### src/trig_enc_params.svh
/*
 * Offsets, field positions, reset values and codes of the trigger and encoder unit.
 * Assumes inclusion by the package and the testbench; definitions only.
 */
`ifndef TRIG_ENC_PARAMS_SVH
`define TRIG_ENC_PARAMS_SVH

// ----------------------------------------
// register byte offsets
// ----------------------------------------
`define OFS_CTRL 8'h00
`define OFS_PER_TRIG 8'h04
`define OFS_WIN_LO 8'h08
`define OFS_WIN_HI 8'h0c
`define OFS_SPACING 8'h10
`define OFS_DEPTH 8'h14
`define OFS_MARKER 8'h18
`define OFS_PRESET_A 8'h1c
`define OFS_PRESET_B 8'h20
`define OFS_PRESET_C 8'h24
`define OFS_WRAP_A 8'h28
`define OFS_WRAP_B 8'h2c
`define OFS_CMD 8'h30
`define OFS_STATUS 8'h34
`define OFS_CNT_A 8'h38
`define OFS_CNT_B 8'h3c
`define OFS_CNT_C 8'h40
`define OFS_REMAIN 8'h44

// ----------------------------------------
// control register fields
// ----------------------------------------
`define CTRL_ORIGIN_LSB 0
`define CTRL_TARGET_BIT 3
`define CTRL_KIND_BIT 4
`define CTRL_POL_BIT 5
`define CTRL_HTL_BIT 6
`define CTRL_THIRD_BIT 7

// ----------------------------------------
// command register bits (write one to act)
// ----------------------------------------
`define CMD_TRIGGER_BIT 0
`define CMD_LOAD_LSB 1
`define CMD_MCLR_LSB 4
`define CMD_CLR_TS_BIT 6
`define CMD_CLR_MC_BIT 7

// ----------------------------------------
// values and sizes
// ----------------------------------------
`define PER_TRIG_NONE 32'h0000_0000
`define PER_TRIG_INFINITE 32'hffff_ffff
`define PER_TRIG_RESET 32'hffff_ffff
`define WRAP_RESET 32'hffff_ffff
`define HSIZE_WORD 3'h2
`define SYNC_W 11
`define SYNC_DIFF 0
`define SYNC_SINGLE 1
`define SYNC_ENC_BASE 2
`define DIV_LAST 6'h1f

`endif

### src/trig_enc_pkg.sv
/*
 * Types of the trigger and encoder unit: modes, states and the state record.
 * Assumes trig_enc_params.svh is on the include path.
 */
`include "trig_enc_params.svh"

package trig_enc_pkg;

	typedef enum logic [2:0] {
		ORG_NONE, ORG_DIFF, ORG_SINGLE, ORG_CMD, ORG_ENC_A, ORG_ENC_B, ORG_ENC_C
	} origin_t;

	typedef enum logic [1:0] {MARK_IGNORE, MARK_FIRST, MARK_EVERY} marker_t;

	typedef enum logic [1:0] {DEPTH_1, DEPTH_2, DEPTH_4} depth_t;

	typedef enum logic {DIV_IDLE, DIV_RUN} div_state_t;

	typedef struct packed {
		logic wr_pend;
		logic [7:0] wr_addr;
		logic [31:0] rdata;
		origin_t origin;
		logic target;
		logic kind;
		logic pol;
		logic htl;
		logic third_on;
		logic [31:0] per_trig;
		logic [31:0] win_lo;
		logic [31:0] win_hi;
		logic [31:0] spacing;
		logic [2:0][1:0] depth;
		logic [1:0][1:0] marker;
		logic [2:0][31:0] preset;
		logic [1:0][31:0] wrap;
		logic [2:0][31:0] cnt;
		logic [1:0] seen;
		logic [`SYNC_W-1:0] sync1;
		logic [`SYNC_W-1:0] sync2;
		logic [`SYNC_W-1:0] prev;
		logic lvl_prev;
		logic [31:0] remain;
		logic infinite;
		logic release_on;
		logic trig_out;
		logic clr_ts_pend;
		logic clr_mc_pend;
		logic clr_ts_out;
		logic clr_mc_out;
		div_state_t dstate;
		logic [5:0] dstep;
		logic [31:0] dorig;
		logic [31:0] dval;
		logic [31:0] drem;
		logic dnew;
		logic [31:0] dnext;
	} state_t;

endpackage

### src/trigger_and_encoder_unit.sv
/*
 * Trigger origin selection, value release and three quadrature position counters,
 * with an AHB-Lite register slave.
 * Assumes one 10 MHz clock, synchronous active-high reset, a single AHB-Lite master
 * doing whole-word single transfers, and a downstream value path that pulses
 * value_done_i once per value it puts out.
 */
// Our own choices: the AHB-Lite register port and the placing of the registers.
`timescale 1ns/1ps
`default_nettype none

// What this block does
// - triggers come from exactly one chosen origin, or none
// - command trigger fires only while command origin is selected
// - third counter origin fires only when third counter is on
// - acquisition target: trigger starts capture, averaging skips recent values
// - output target: trigger gates output, averaging uses recent values
// - after reset the target is acquisition triggering
// - edge or level kind matters only for the two pin origins
// - polarity high means rising or high-active, low means falling or low-active
// - each trigger releases n values, or unlimited; none stops triggering
// - encoder triggers only inside 32-bit lower and upper position limits
// - 32-bit spacing; spacing zero fires on every value inside the window
// - encoder triggers fire at whole multiples of spacing
// - each counter counts one, two or four steps per encoder period
// - counters a and b: marks ignored, preset at first mark, or every mark
// - counters a and b load their 32-bit preset on a mark or on command; counter c on command only
// - writing a preset clears that counter's first-mark detection
// - preset load command acts only when marker handling is ignore
// - first-mark clear command acts only when marker handling is ignore
// - counters a and b return to zero after passing their wrap limit
// - switching third counter on forces marker handling of a and b to ignore
// - single-ended input threshold family is selectable; sync input is differential
// - counter clear requests take effect at the next trigger edge
module trigger_and_encoder_unit
	import trig_enc_pkg::*;
(
	input wire logic clk_i,
	input wire logic rst_i,
	input wire logic hsel_i,
	input wire logic [31:0] haddr_i,
	input wire logic [1:0] htrans_i,
	input wire logic hwrite_i,
	input wire logic [2:0] hsize_i,
	input wire logic hready_i,
	input wire logic [31:0] hwdata_i,
	output logic [31:0] hrdata_o,
	output logic hreadyout_o,
	output logic hresp_o,
	input wire logic sync_diff_i,
	input wire logic trig_single_i,
	input wire logic [2:0] enc_a_i,
	input wire logic [2:0] enc_b_i,
	input wire logic [2:0] enc_ref_i,
	input wire logic value_done_i,
	output logic trigger_pulse_o,
	output logic value_release_o,
	output logic averaging_recent_o,
	output logic threshold_htl_o,
	output logic timestamp_clear_o,
	output logic meas_count_clear_o
);

	state_t s;
	state_t next_s;

	// ----------------------------------------
	// next state
	// ----------------------------------------
	always_comb begin
		logic take;
		logic [31:0] wd;
		logic [7:0] cmd;
		logic a, ap, b, bp, r, rp;
		logic ev, up, load, on;
		logic [1:0] mk;
		logic [31:0] lim;
		logic [2:0] upd;
		logic pin_org, pin, lvl, edge_ev, hit, trig_ev;
		logic [32:0] rem;
		logic [1:0] sel;
		logic sel_ok;
		take = 1'b0;
		wd = hwdata_i;
		cmd = 8'h00;
		a = 1'b0;
		ap = 1'b0;
		b = 1'b0;
		bp = 1'b0;
		r = 1'b0;
		rp = 1'b0;
		ev = 1'b0;
		up = 1'b0;
		load = 1'b0;
		on = 1'b0;
		mk = 2'h0;
		lim = 32'h0;
		upd = 3'h0;
		hit = 1'b0;
		rem = 33'h0;
		pin_org = 1'b0;
		pin = 1'b0;
		lvl = 1'b0;
		edge_ev = 1'b0;
		trig_ev = 1'b0;
		sel = 2'h0;
		sel_ok = 1'b0;
		next_s = s;

		// input synchronisers: first stage feeds only the second
		next_s.sync1 = {enc_ref_i[2], enc_b_i[2], enc_a_i[2], enc_ref_i[1], enc_b_i[1],
			enc_a_i[1], enc_ref_i[0], enc_b_i[0], enc_a_i[0], trig_single_i,
			sync_diff_i};
		next_s.sync2 = s.sync1;
		next_s.prev = s.sync2;

		// ----------------------------------------
		// bus: address phase capture and register writes
		// ----------------------------------------
		// zero wait states: a write lands at the end of its data phase, so a read
		// whose address phase follows at once still sees the old value
		take = hsel_i && hready_i && htrans_i[1] && (hsize_i == `HSIZE_WORD);
		next_s.wr_pend = take && hwrite_i;
		next_s.wr_addr = haddr_i[7:0];
		if (s.wr_pend) begin
			case (s.wr_addr)
				`OFS_CTRL: begin
					next_s.origin = origin_t'(wd[`CTRL_ORIGIN_LSB +: 3]);
					next_s.target = wd[`CTRL_TARGET_BIT];
					next_s.kind = wd[`CTRL_KIND_BIT];
					next_s.pol = wd[`CTRL_POL_BIT];
					next_s.htl = wd[`CTRL_HTL_BIT];
					next_s.third_on = wd[`CTRL_THIRD_BIT];
					if (wd[`CTRL_THIRD_BIT]) begin
						next_s.marker = {MARK_IGNORE, MARK_IGNORE};
					end
				end
				`OFS_PER_TRIG: begin
					next_s.per_trig = wd;
					// a new count clears remain and infinite, unless value_done_i in the same cycle leaves remain one lower or a trigger in it reloads the old count
					next_s.remain = 32'h0;
					next_s.infinite = 1'b0;
				end
				`OFS_WIN_LO: next_s.win_lo = wd;
				`OFS_WIN_HI: next_s.win_hi = wd;
				`OFS_SPACING: next_s.spacing = wd;
				`OFS_DEPTH: next_s.depth = wd[5:0];
				`OFS_MARKER: begin
					if (!s.third_on) begin
						next_s.marker = wd[3:0];
					end
				end
				`OFS_PRESET_A: begin
					next_s.preset[0] = wd;
					next_s.seen[0] = 1'b0;
				end
				`OFS_PRESET_B: begin
					next_s.preset[1] = wd;
					next_s.seen[1] = 1'b0;
				end
				`OFS_PRESET_C: next_s.preset[2] = wd;
				`OFS_WRAP_A: next_s.wrap[0] = wd;
				`OFS_WRAP_B: next_s.wrap[1] = wd;
				`OFS_CMD: cmd = wd[7:0];
				default: ;
			endcase
		end

		// ----------------------------------------
		// position counters
		// ----------------------------------------
		for (int i = 0; i < 3; i++) begin
			a = s.sync2[`SYNC_ENC_BASE + 3 * i];
			ap = s.prev[`SYNC_ENC_BASE + 3 * i];
			b = s.sync2[`SYNC_ENC_BASE + 3 * i + 1];
			bp = s.prev[`SYNC_ENC_BASE + 3 * i + 1];
			r = s.sync2[`SYNC_ENC_BASE + 3 * i + 2];
			rp = s.prev[`SYNC_ENC_BASE + 3 * i + 2];
			case (depth_t'(s.depth[i]))
				DEPTH_1: begin
					ev = a && !ap;
					up = !b;
				end
				DEPTH_2: begin
					ev = a ^ ap;
					up = a ^ b;
				end
				default: begin
					ev = (a ^ ap) || (b ^ bp);
					up = (a ^ ap) ? (a ^ b) : !(a ^ b);
				end
			endcase
			on = (i < 2) || s.third_on;
			mk = MARK_IGNORE;
			lim = 32'hffff_ffff;
			// counter c has no marker input and runs over the full 32-bit range
			if (i < 2) begin
				lim = s.wrap[i[0]];
				if (!s.third_on) begin
					mk = s.marker[i[0]];
				end
			end
			load = cmd[`CMD_LOAD_LSB + i] && (mk == MARK_IGNORE);
			if (i < 2 && r && !rp) begin
				if (mk == MARK_EVERY || (mk == MARK_FIRST && !s.seen[i[0]])) begin
					load = 1'b1;
				end
				if (mk != MARK_IGNORE) begin
					next_s.seen[i[0]] = 1'b1;
				end
			end
			if (i < 2 && cmd[`CMD_MCLR_LSB + i] && mk == MARK_IGNORE) begin
				next_s.seen[i[0]] = 1'b0;
			end
			if (!on) begin
				ev = 1'b0;
				load = 1'b0;
			end
			// a load in the same cycle as a step wins; that step is lost
			if (load) begin
				next_s.cnt[i] = s.preset[i];
			end else if (ev && up) begin
				next_s.cnt[i] = (s.cnt[i] >= lim) ? 32'h0 : s.cnt[i] + 32'h1;
			end else if (ev) begin
				next_s.cnt[i] = (s.cnt[i] == 32'h0) ? lim : s.cnt[i] - 32'h1;
			end
			upd[i] = load || ev;
		end

		// ----------------------------------------
		// window and spacing check, serial remainder
		// ----------------------------------------
		// a 32-step remainder replaces a full divider; a counter moving faster than
		// one step per 33 cycles is checked at its latest value only
		sel = (s.origin == ORG_ENC_B) ? 2'h1 : (s.origin == ORG_ENC_C) ? 2'h2 : 2'h0;
		sel_ok = (s.origin == ORG_ENC_A) || (s.origin == ORG_ENC_B) ||
			(s.origin == ORG_ENC_C && s.third_on);
		if (sel_ok && upd[sel]) begin
			next_s.dnew = 1'b1;
			next_s.dnext = next_s.cnt[sel];
		end
		case (s.dstate)
			DIV_IDLE: begin
				if (s.dnew) begin
					next_s.dnew = sel_ok && upd[sel];
					next_s.dorig = s.dnext;
					next_s.dval = s.dnext;
					next_s.drem = 32'h0;
					next_s.dstep = 6'h0;
					next_s.dstate = DIV_RUN;
				end
			end
			DIV_RUN: begin
				rem = {s.drem, s.dval[31]};
				if (rem >= {1'b0, s.spacing}) begin
					rem = rem - {1'b0, s.spacing};
				end
				next_s.drem = rem[31:0];
				next_s.dval = {s.dval[30:0], 1'b0};
				next_s.dstep = s.dstep + 6'h1;
				if (s.dstep == `DIV_LAST) begin
					hit = (s.dorig >= s.win_lo) && (s.dorig <= s.win_hi) &&
						(s.spacing == 32'h0 || rem[31:0] == 32'h0);
					next_s.dstate = DIV_IDLE;
				end
			end
			default: next_s.dstate = DIV_IDLE;
		endcase
		if (!sel_ok) begin
			hit = 1'b0;
			next_s.dnew = 1'b0;
		end

		// ----------------------------------------
		// trigger origin and release
		// ----------------------------------------
		// lvl_prev tracks the selected pin every cycle, so a change of origin or
		// polarity fires only if the new level is active and the old one was not
		pin_org = (s.origin == ORG_DIFF) || (s.origin == ORG_SINGLE);
		pin = (s.origin == ORG_DIFF) ? s.sync2[`SYNC_DIFF] : s.sync2[`SYNC_SINGLE];
		lvl = s.pol ? pin : !pin;
		next_s.lvl_prev = lvl;
		edge_ev = pin_org && lvl && !s.lvl_prev;
		trig_ev = edge_ev ||
			(cmd[`CMD_TRIGGER_BIT] && s.origin == ORG_CMD) ||
			hit;
		if (s.per_trig == `PER_TRIG_NONE) begin
			trig_ev = 1'b0;
		end
		next_s.trig_out = trig_ev;
		if (s.remain != 32'h0 && value_done_i) begin
			next_s.remain = s.remain - 32'h1;
		end
		if (trig_ev) begin
			if (s.per_trig == `PER_TRIG_INFINITE) begin
				next_s.infinite = 1'b1;
			end else begin
				next_s.remain = s.per_trig;
			end
		end
		if (pin_org && s.kind) begin
			// level kind: release follows the active level
			next_s.release_on = lvl && (s.per_trig != `PER_TRIG_NONE);
		end else begin
			next_s.release_on = next_s.infinite || (next_s.remain != 32'h0);
		end

		// clear requests wait for the next trigger; a new request wins over release
		next_s.clr_ts_out = s.clr_ts_pend && trig_ev;
		next_s.clr_mc_out = s.clr_mc_pend && trig_ev;
		next_s.clr_ts_pend = (s.clr_ts_pend && !trig_ev) || cmd[`CMD_CLR_TS_BIT];
		next_s.clr_mc_pend = (s.clr_mc_pend && !trig_ev) || cmd[`CMD_CLR_MC_BIT];

		// ----------------------------------------
		// bus: read data captured in the address phase
		// ----------------------------------------
		next_s.rdata = 32'h0;
		if (take && !hwrite_i) begin
			case (haddr_i[7:0])
				`OFS_CTRL: next_s.rdata = {24'h0, s.third_on, s.htl, s.pol, s.kind,
					s.target, s.origin};
				`OFS_PER_TRIG: next_s.rdata = s.per_trig;
				`OFS_WIN_LO: next_s.rdata = s.win_lo;
				`OFS_WIN_HI: next_s.rdata = s.win_hi;
				`OFS_SPACING: next_s.rdata = s.spacing;
				`OFS_DEPTH: next_s.rdata = {26'h0, s.depth};
				`OFS_MARKER: next_s.rdata = {28'h0, s.marker};
				`OFS_PRESET_A: next_s.rdata = s.preset[0];
				`OFS_PRESET_B: next_s.rdata = s.preset[1];
				`OFS_PRESET_C: next_s.rdata = s.preset[2];
				`OFS_WRAP_A: next_s.rdata = s.wrap[0];
				`OFS_WRAP_B: next_s.rdata = s.wrap[1];
				`OFS_STATUS: next_s.rdata = {27'h0, s.clr_mc_pend, s.clr_ts_pend,
					s.seen, s.release_on};
				`OFS_CNT_A: next_s.rdata = s.cnt[0];
				`OFS_CNT_B: next_s.rdata = s.cnt[1];
				`OFS_CNT_C: next_s.rdata = s.cnt[2];
				`OFS_REMAIN: next_s.rdata = s.remain;
				default: next_s.rdata = 32'h0;
			endcase
		end
	end

	// ----------------------------------------
	// state register
	// ----------------------------------------
	always_ff @(posedge clk_i) begin
		if (rst_i) begin
			// only the count per trigger and the wrap limits leave reset non-zero
			s <= '0;
			s.per_trig <= `PER_TRIG_RESET;
			s.wrap <= {`WRAP_RESET, `WRAP_RESET};
		end else begin
			s <= next_s;
		end
	end

	// ----------------------------------------
	// outputs
	// ----------------------------------------
	assign hrdata_o = s.rdata;
	assign hreadyout_o = 1'b1;
	assign hresp_o = 1'b0;
	assign trigger_pulse_o = s.trig_out;
	assign value_release_o = s.release_on;
	assign averaging_recent_o = s.target;
	assign threshold_htl_o = s.htl;
	assign timestamp_clear_o = s.clr_ts_out;
	assign meas_count_clear_o = s.clr_mc_out;

endmodule // trigger_and_encoder_unit

`default_nettype wire

### config.mk
export PLATFORM = sky130hd
export DESIGN_NAME = trigger_and_encoder_unit
export DESIGN_NICKNAME = d
export VERILOG_FILES = /design/src/trig_enc_pkg.sv /design/src/trigger_and_encoder_unit.sv
export VERILOG_INCLUDE_DIRS = /design/src
export SDC_FILE = /design/constraint.sdc
export NUM_CORES = 2
export LEC_CHECK = 0
export ABC_AREA = 1
export BUFFER_PORTS_ARGS = -buffer_cell sky130_fd_sc_hd__buf_2
export CAP_MARGIN = 20
export CORE_MARGIN = 2
export CORE_UTILIZATION = 40
export CTS_BUF_LIST = sky130_fd_sc_hd__clkbuf_4 sky130_fd_sc_hd__clkbuf_8
export CTS_CLUSTER_SIZE = 16
export DETAILED_ROUTE_END_ITERATION = 6
export PLACE_DENSITY = 0.56
export REMOVE_ABC_BUFFERS = 1
export SYNTH_ARGS = -nofsm -noshare
export SYNTH_HDL_FRONTEND = slang
export SYNTH_SLANG_ARGS = --single-unit
### constraint.sdc
create_clock -name clk_i -period 3.5 [get_ports clk_i]
set_clock_uncertainty 0.05 [all_clocks]
set_input_delay 0.7 -clock clk_i [delete_from_list [all_inputs] [get_ports clk_i]]
set_output_delay 0.7 -clock clk_i [all_outputs]
set_load 0.02 [all_outputs]
==> impl_metrics.yaml <==
place:
  dp_cells: 8044
  dp_hpwl_microns: 168000
  gp_congestion: 1.06
  placed_cell_area_sq_um: 48200
  io_buffers: 97
finish:
  largest_reg_flops: 591
  drive_gt1_share_pct: 25.2
  final_cell_mix: "971 x nand2_1, 898 x buf_4, 753 x inv_1, 620 x dfxtp_1, 571 x o21ai_0"
  nNetsFinal: 7197
  final_core_util_pct: 53.8
  final_cells: 8332
  regMostFlops: "s"
  final_common_cell: "nand2_1"
  fin_area_sq_um: 53600
  area_growth_pct: 33.6
worst_hold_path:
  hp-start: "haddr_i[1]"
  hold_path.class: "in -> reg"
  min_path_cells: 3
  holdPathEnd: "s[646]"
critical_path:
  r2r-end: "value_release_o"
  cp.arrival_ps: 4670
  reg2reg_from: "s[495]"
  required_ps: 4180
  r2r_setup_slack_ps: -490
  path_max_fanout: 7
  crit_path_start_kind: "flop"
  end_kind: "flop"
  slowest_stage: "dfxtp_2"
  crit_type: "reg -> reg"
  r2r_cells: 33
  slowest_delay_ps: 330
route:
  dr_total_vias: 48000
  ant_nets: 0
  wl_per_cell_microns: 25.8
  drt_iter0_drc: 5855
  routed_via_density: 5.76
  route.detailed.drc: 2
  routed_wl_microns: 215000
  drt_first_pass_iters: 7
timing:
  whs_ps: 34.4
  max_freq_mhz: 250
  fin_crit_ps: 3990
  worst_slew_pin_slew_ps: 1190
  fin_ws_ps: -493
  hold_violations: 0
  rsz0062_at_grt: "true"
  setup_viol: 31
  finalCritPeriodShare_pct: 114
  final-max-slew-violation-count: 0
  slew_headroom_pct: 19.9
global_routing:
  grt_max_degree: 107
  antenna_found_initial: 9
  grt_pass1_wl_microns: 303000
  overflow: 0
  grt_pass1_vias: 44900
  grtUsageTotal_pct: 40.2
power_and_ir_drop:
  ir_drop_mv: 0.425
  finalPower_mw: 22.7
  power.density_nw_per_um2: 423
  p_leak_nw: 24.7
floorplanning:
  fp-row-count: 116
  dieArea_sq_um: 103000
  design.core.area_sq_um: 99700
  die_x_microns: 321
  pin_count: 126
  start_util_pct: 40.2
  die_h_microns: 321
clock_network:
  worstSkewPairLatency_ps: 850
  cts_root_buffer: "clkbuf_8"
  cts_buffer_depth: 3
  numCtsBuffers: 119
  clk_pin_slew_ps: 70
  cts_htree_levels: 3
  cts_num_sinks: 649
  cts_tree: "built"
synth:
  synth_edf_count: 0
  synthMuxAreaShare_pct: 0.0779
  ys_seq_elements: 649
  ys_types: 68
  synthSimpleGateAreaFrac_pct: 24.7
  synthCells: 6066
  yosys-top-cells-area: "dfxtp_1 32%, nand2_1 10%, inv_1 7.5%"
  synth-seq-area-share_pct: 32.4
  synth_top_area_share_pct: 32.4
  synth.largest_area_cell: "dfxtp_1"
  syn_avg_cell_area_sq_um: 6.62
  synthesis.area_sq_um: 40100
  yosys_most_used_dff: "dfxtp_1"
  async_flop_share_pct: 0
  synth-compound-area-share_pct: 23.9
  synth_xor_area_share_pct: 1.96
  yosys_warnings: 0
  synth_top_family_by_area: "simple AND/OR/NAND/NOR gates"
  synthAdderAreaFrac_pct: 5.51
run_status:
  violations: "design-rule violations, negative setup slack"
  status: "finished, violations left"
job:
  drv_cap: 0
## synthesized netlist by cell type (6+ instances only)
master / instances
a41oi_1: 14
a22oi_1: 16
a211oi_1: 12
clkinv_1: 22
dfxtp_1: 649
a2111oi_0: 15
o211ai_1: 154
o21ai_0: 597
or2_2: 25
nand4_1: 97
xnor2_1: 10
buf_6: 8
o21a_1: 7
buf_2: 10
o22ai_1: 127
o221ai_1: 20
buf_4: 38
a21oi_1: 520
ha_1: 175
a221oi_1: 34
nand2_1: 1099
o21ai_1: 9
nor2_2: 6
nor3_1: 117
o2111ai_1: 8
o31ai_1: 11
xor2_1: 80
inv_1: 806
nor2_1: 555
o311ai_0: 6
clkbuf_1: 271
a31oi_1: 76
buf_1: 9
nand2_2: 7
nor3b_1: 6
o32ai_1: 10
nand3_1: 315
nor4_1: 54
## worst max-delay path, delay by kind of cell, from the launching register on
family	cells	cell delay [ps]
AND/OR/NAND/NOR	24	2160
flip-flops	1	330
buffers and inverters	6	760
adder cells (fa/ha/maj)	1	240
AO/OA/AOI/OAI	2	320
## repair_timing
action	in CTS	in global routing
endpoints found under the hold margin	10	0
setup buffers	13	42
pin swaps	23	124
hold buffers	10	0
cloned	5	4
gates resized for setup	151	397
setup endpoints to repair	45	92
## final cells by class
type                       instances  area, sq um
clock buffer                     179         2290
clock inverter                    39          522
inverter                         834         3160
tap                             1298         1620
timing repair buffer            1080         8620
multi-input combinational       4251        24400
fill                           10100        46100
antenna                            2         5.00
sequential                       649        13000
## stage by stage
stage	TNS [ps]	setup slack, ps
floorplan	-1094020	-3330
global placement	-16560	-829
detailed placement	-15130	-821
CTS	-1720	-429
global route	-8850	-726
finish	-3800	-493
## how the worst max path moves through the flow
| stage | startpoint | endpoint | depth (start not counted) |
|---|---|---|---|
| finish | s[495] | value_release_o | 33 |
| global route | s[496] | value_release_o | 33 |
| CTS | s[483] | value_release_o | 33 |
| detailed placement | s[96] | value_release_o | 36 |
| global placement | s[502] | value_release_o | 33 |
| floorplan | rst_i | s[130] | 2 |
## kinds of logic (layout without fill, tap and decap cells)
| group | Yosys count | count (layout) |
|---|---|---|
| DFF | 649 | 649 |
| muxes | 3 | 3 |
| buffers and inverters | 1170 | 2132 |
| xor gates and xnor gates | 90 | 90 |
| AOI/OAI and AO/OA | 1666 | 1666 |
| adders and majority gates | 176 | 176 |
| and+or+nand+nor | 2310 | 2314 |
| other | 2 | 4 |
## layer usage
metal	track usage, %	up-vias	share of wire [%]
li1	-	22300	-
met2	62.1	2450	43
met4	18.7	10	5.6
met1	52.2	22700	41
met5	0	-	0.029
met3	10.7	528	10
## power by group
part,internal [mW],total [mW],switching (mW)
combinational,2.28,6.11,3.83
clock,4.96,8.73,3.77
sequential,7.60,7.83,0.234
total,14.8,22.7,7.84
(Power assumes the default switching activity.)
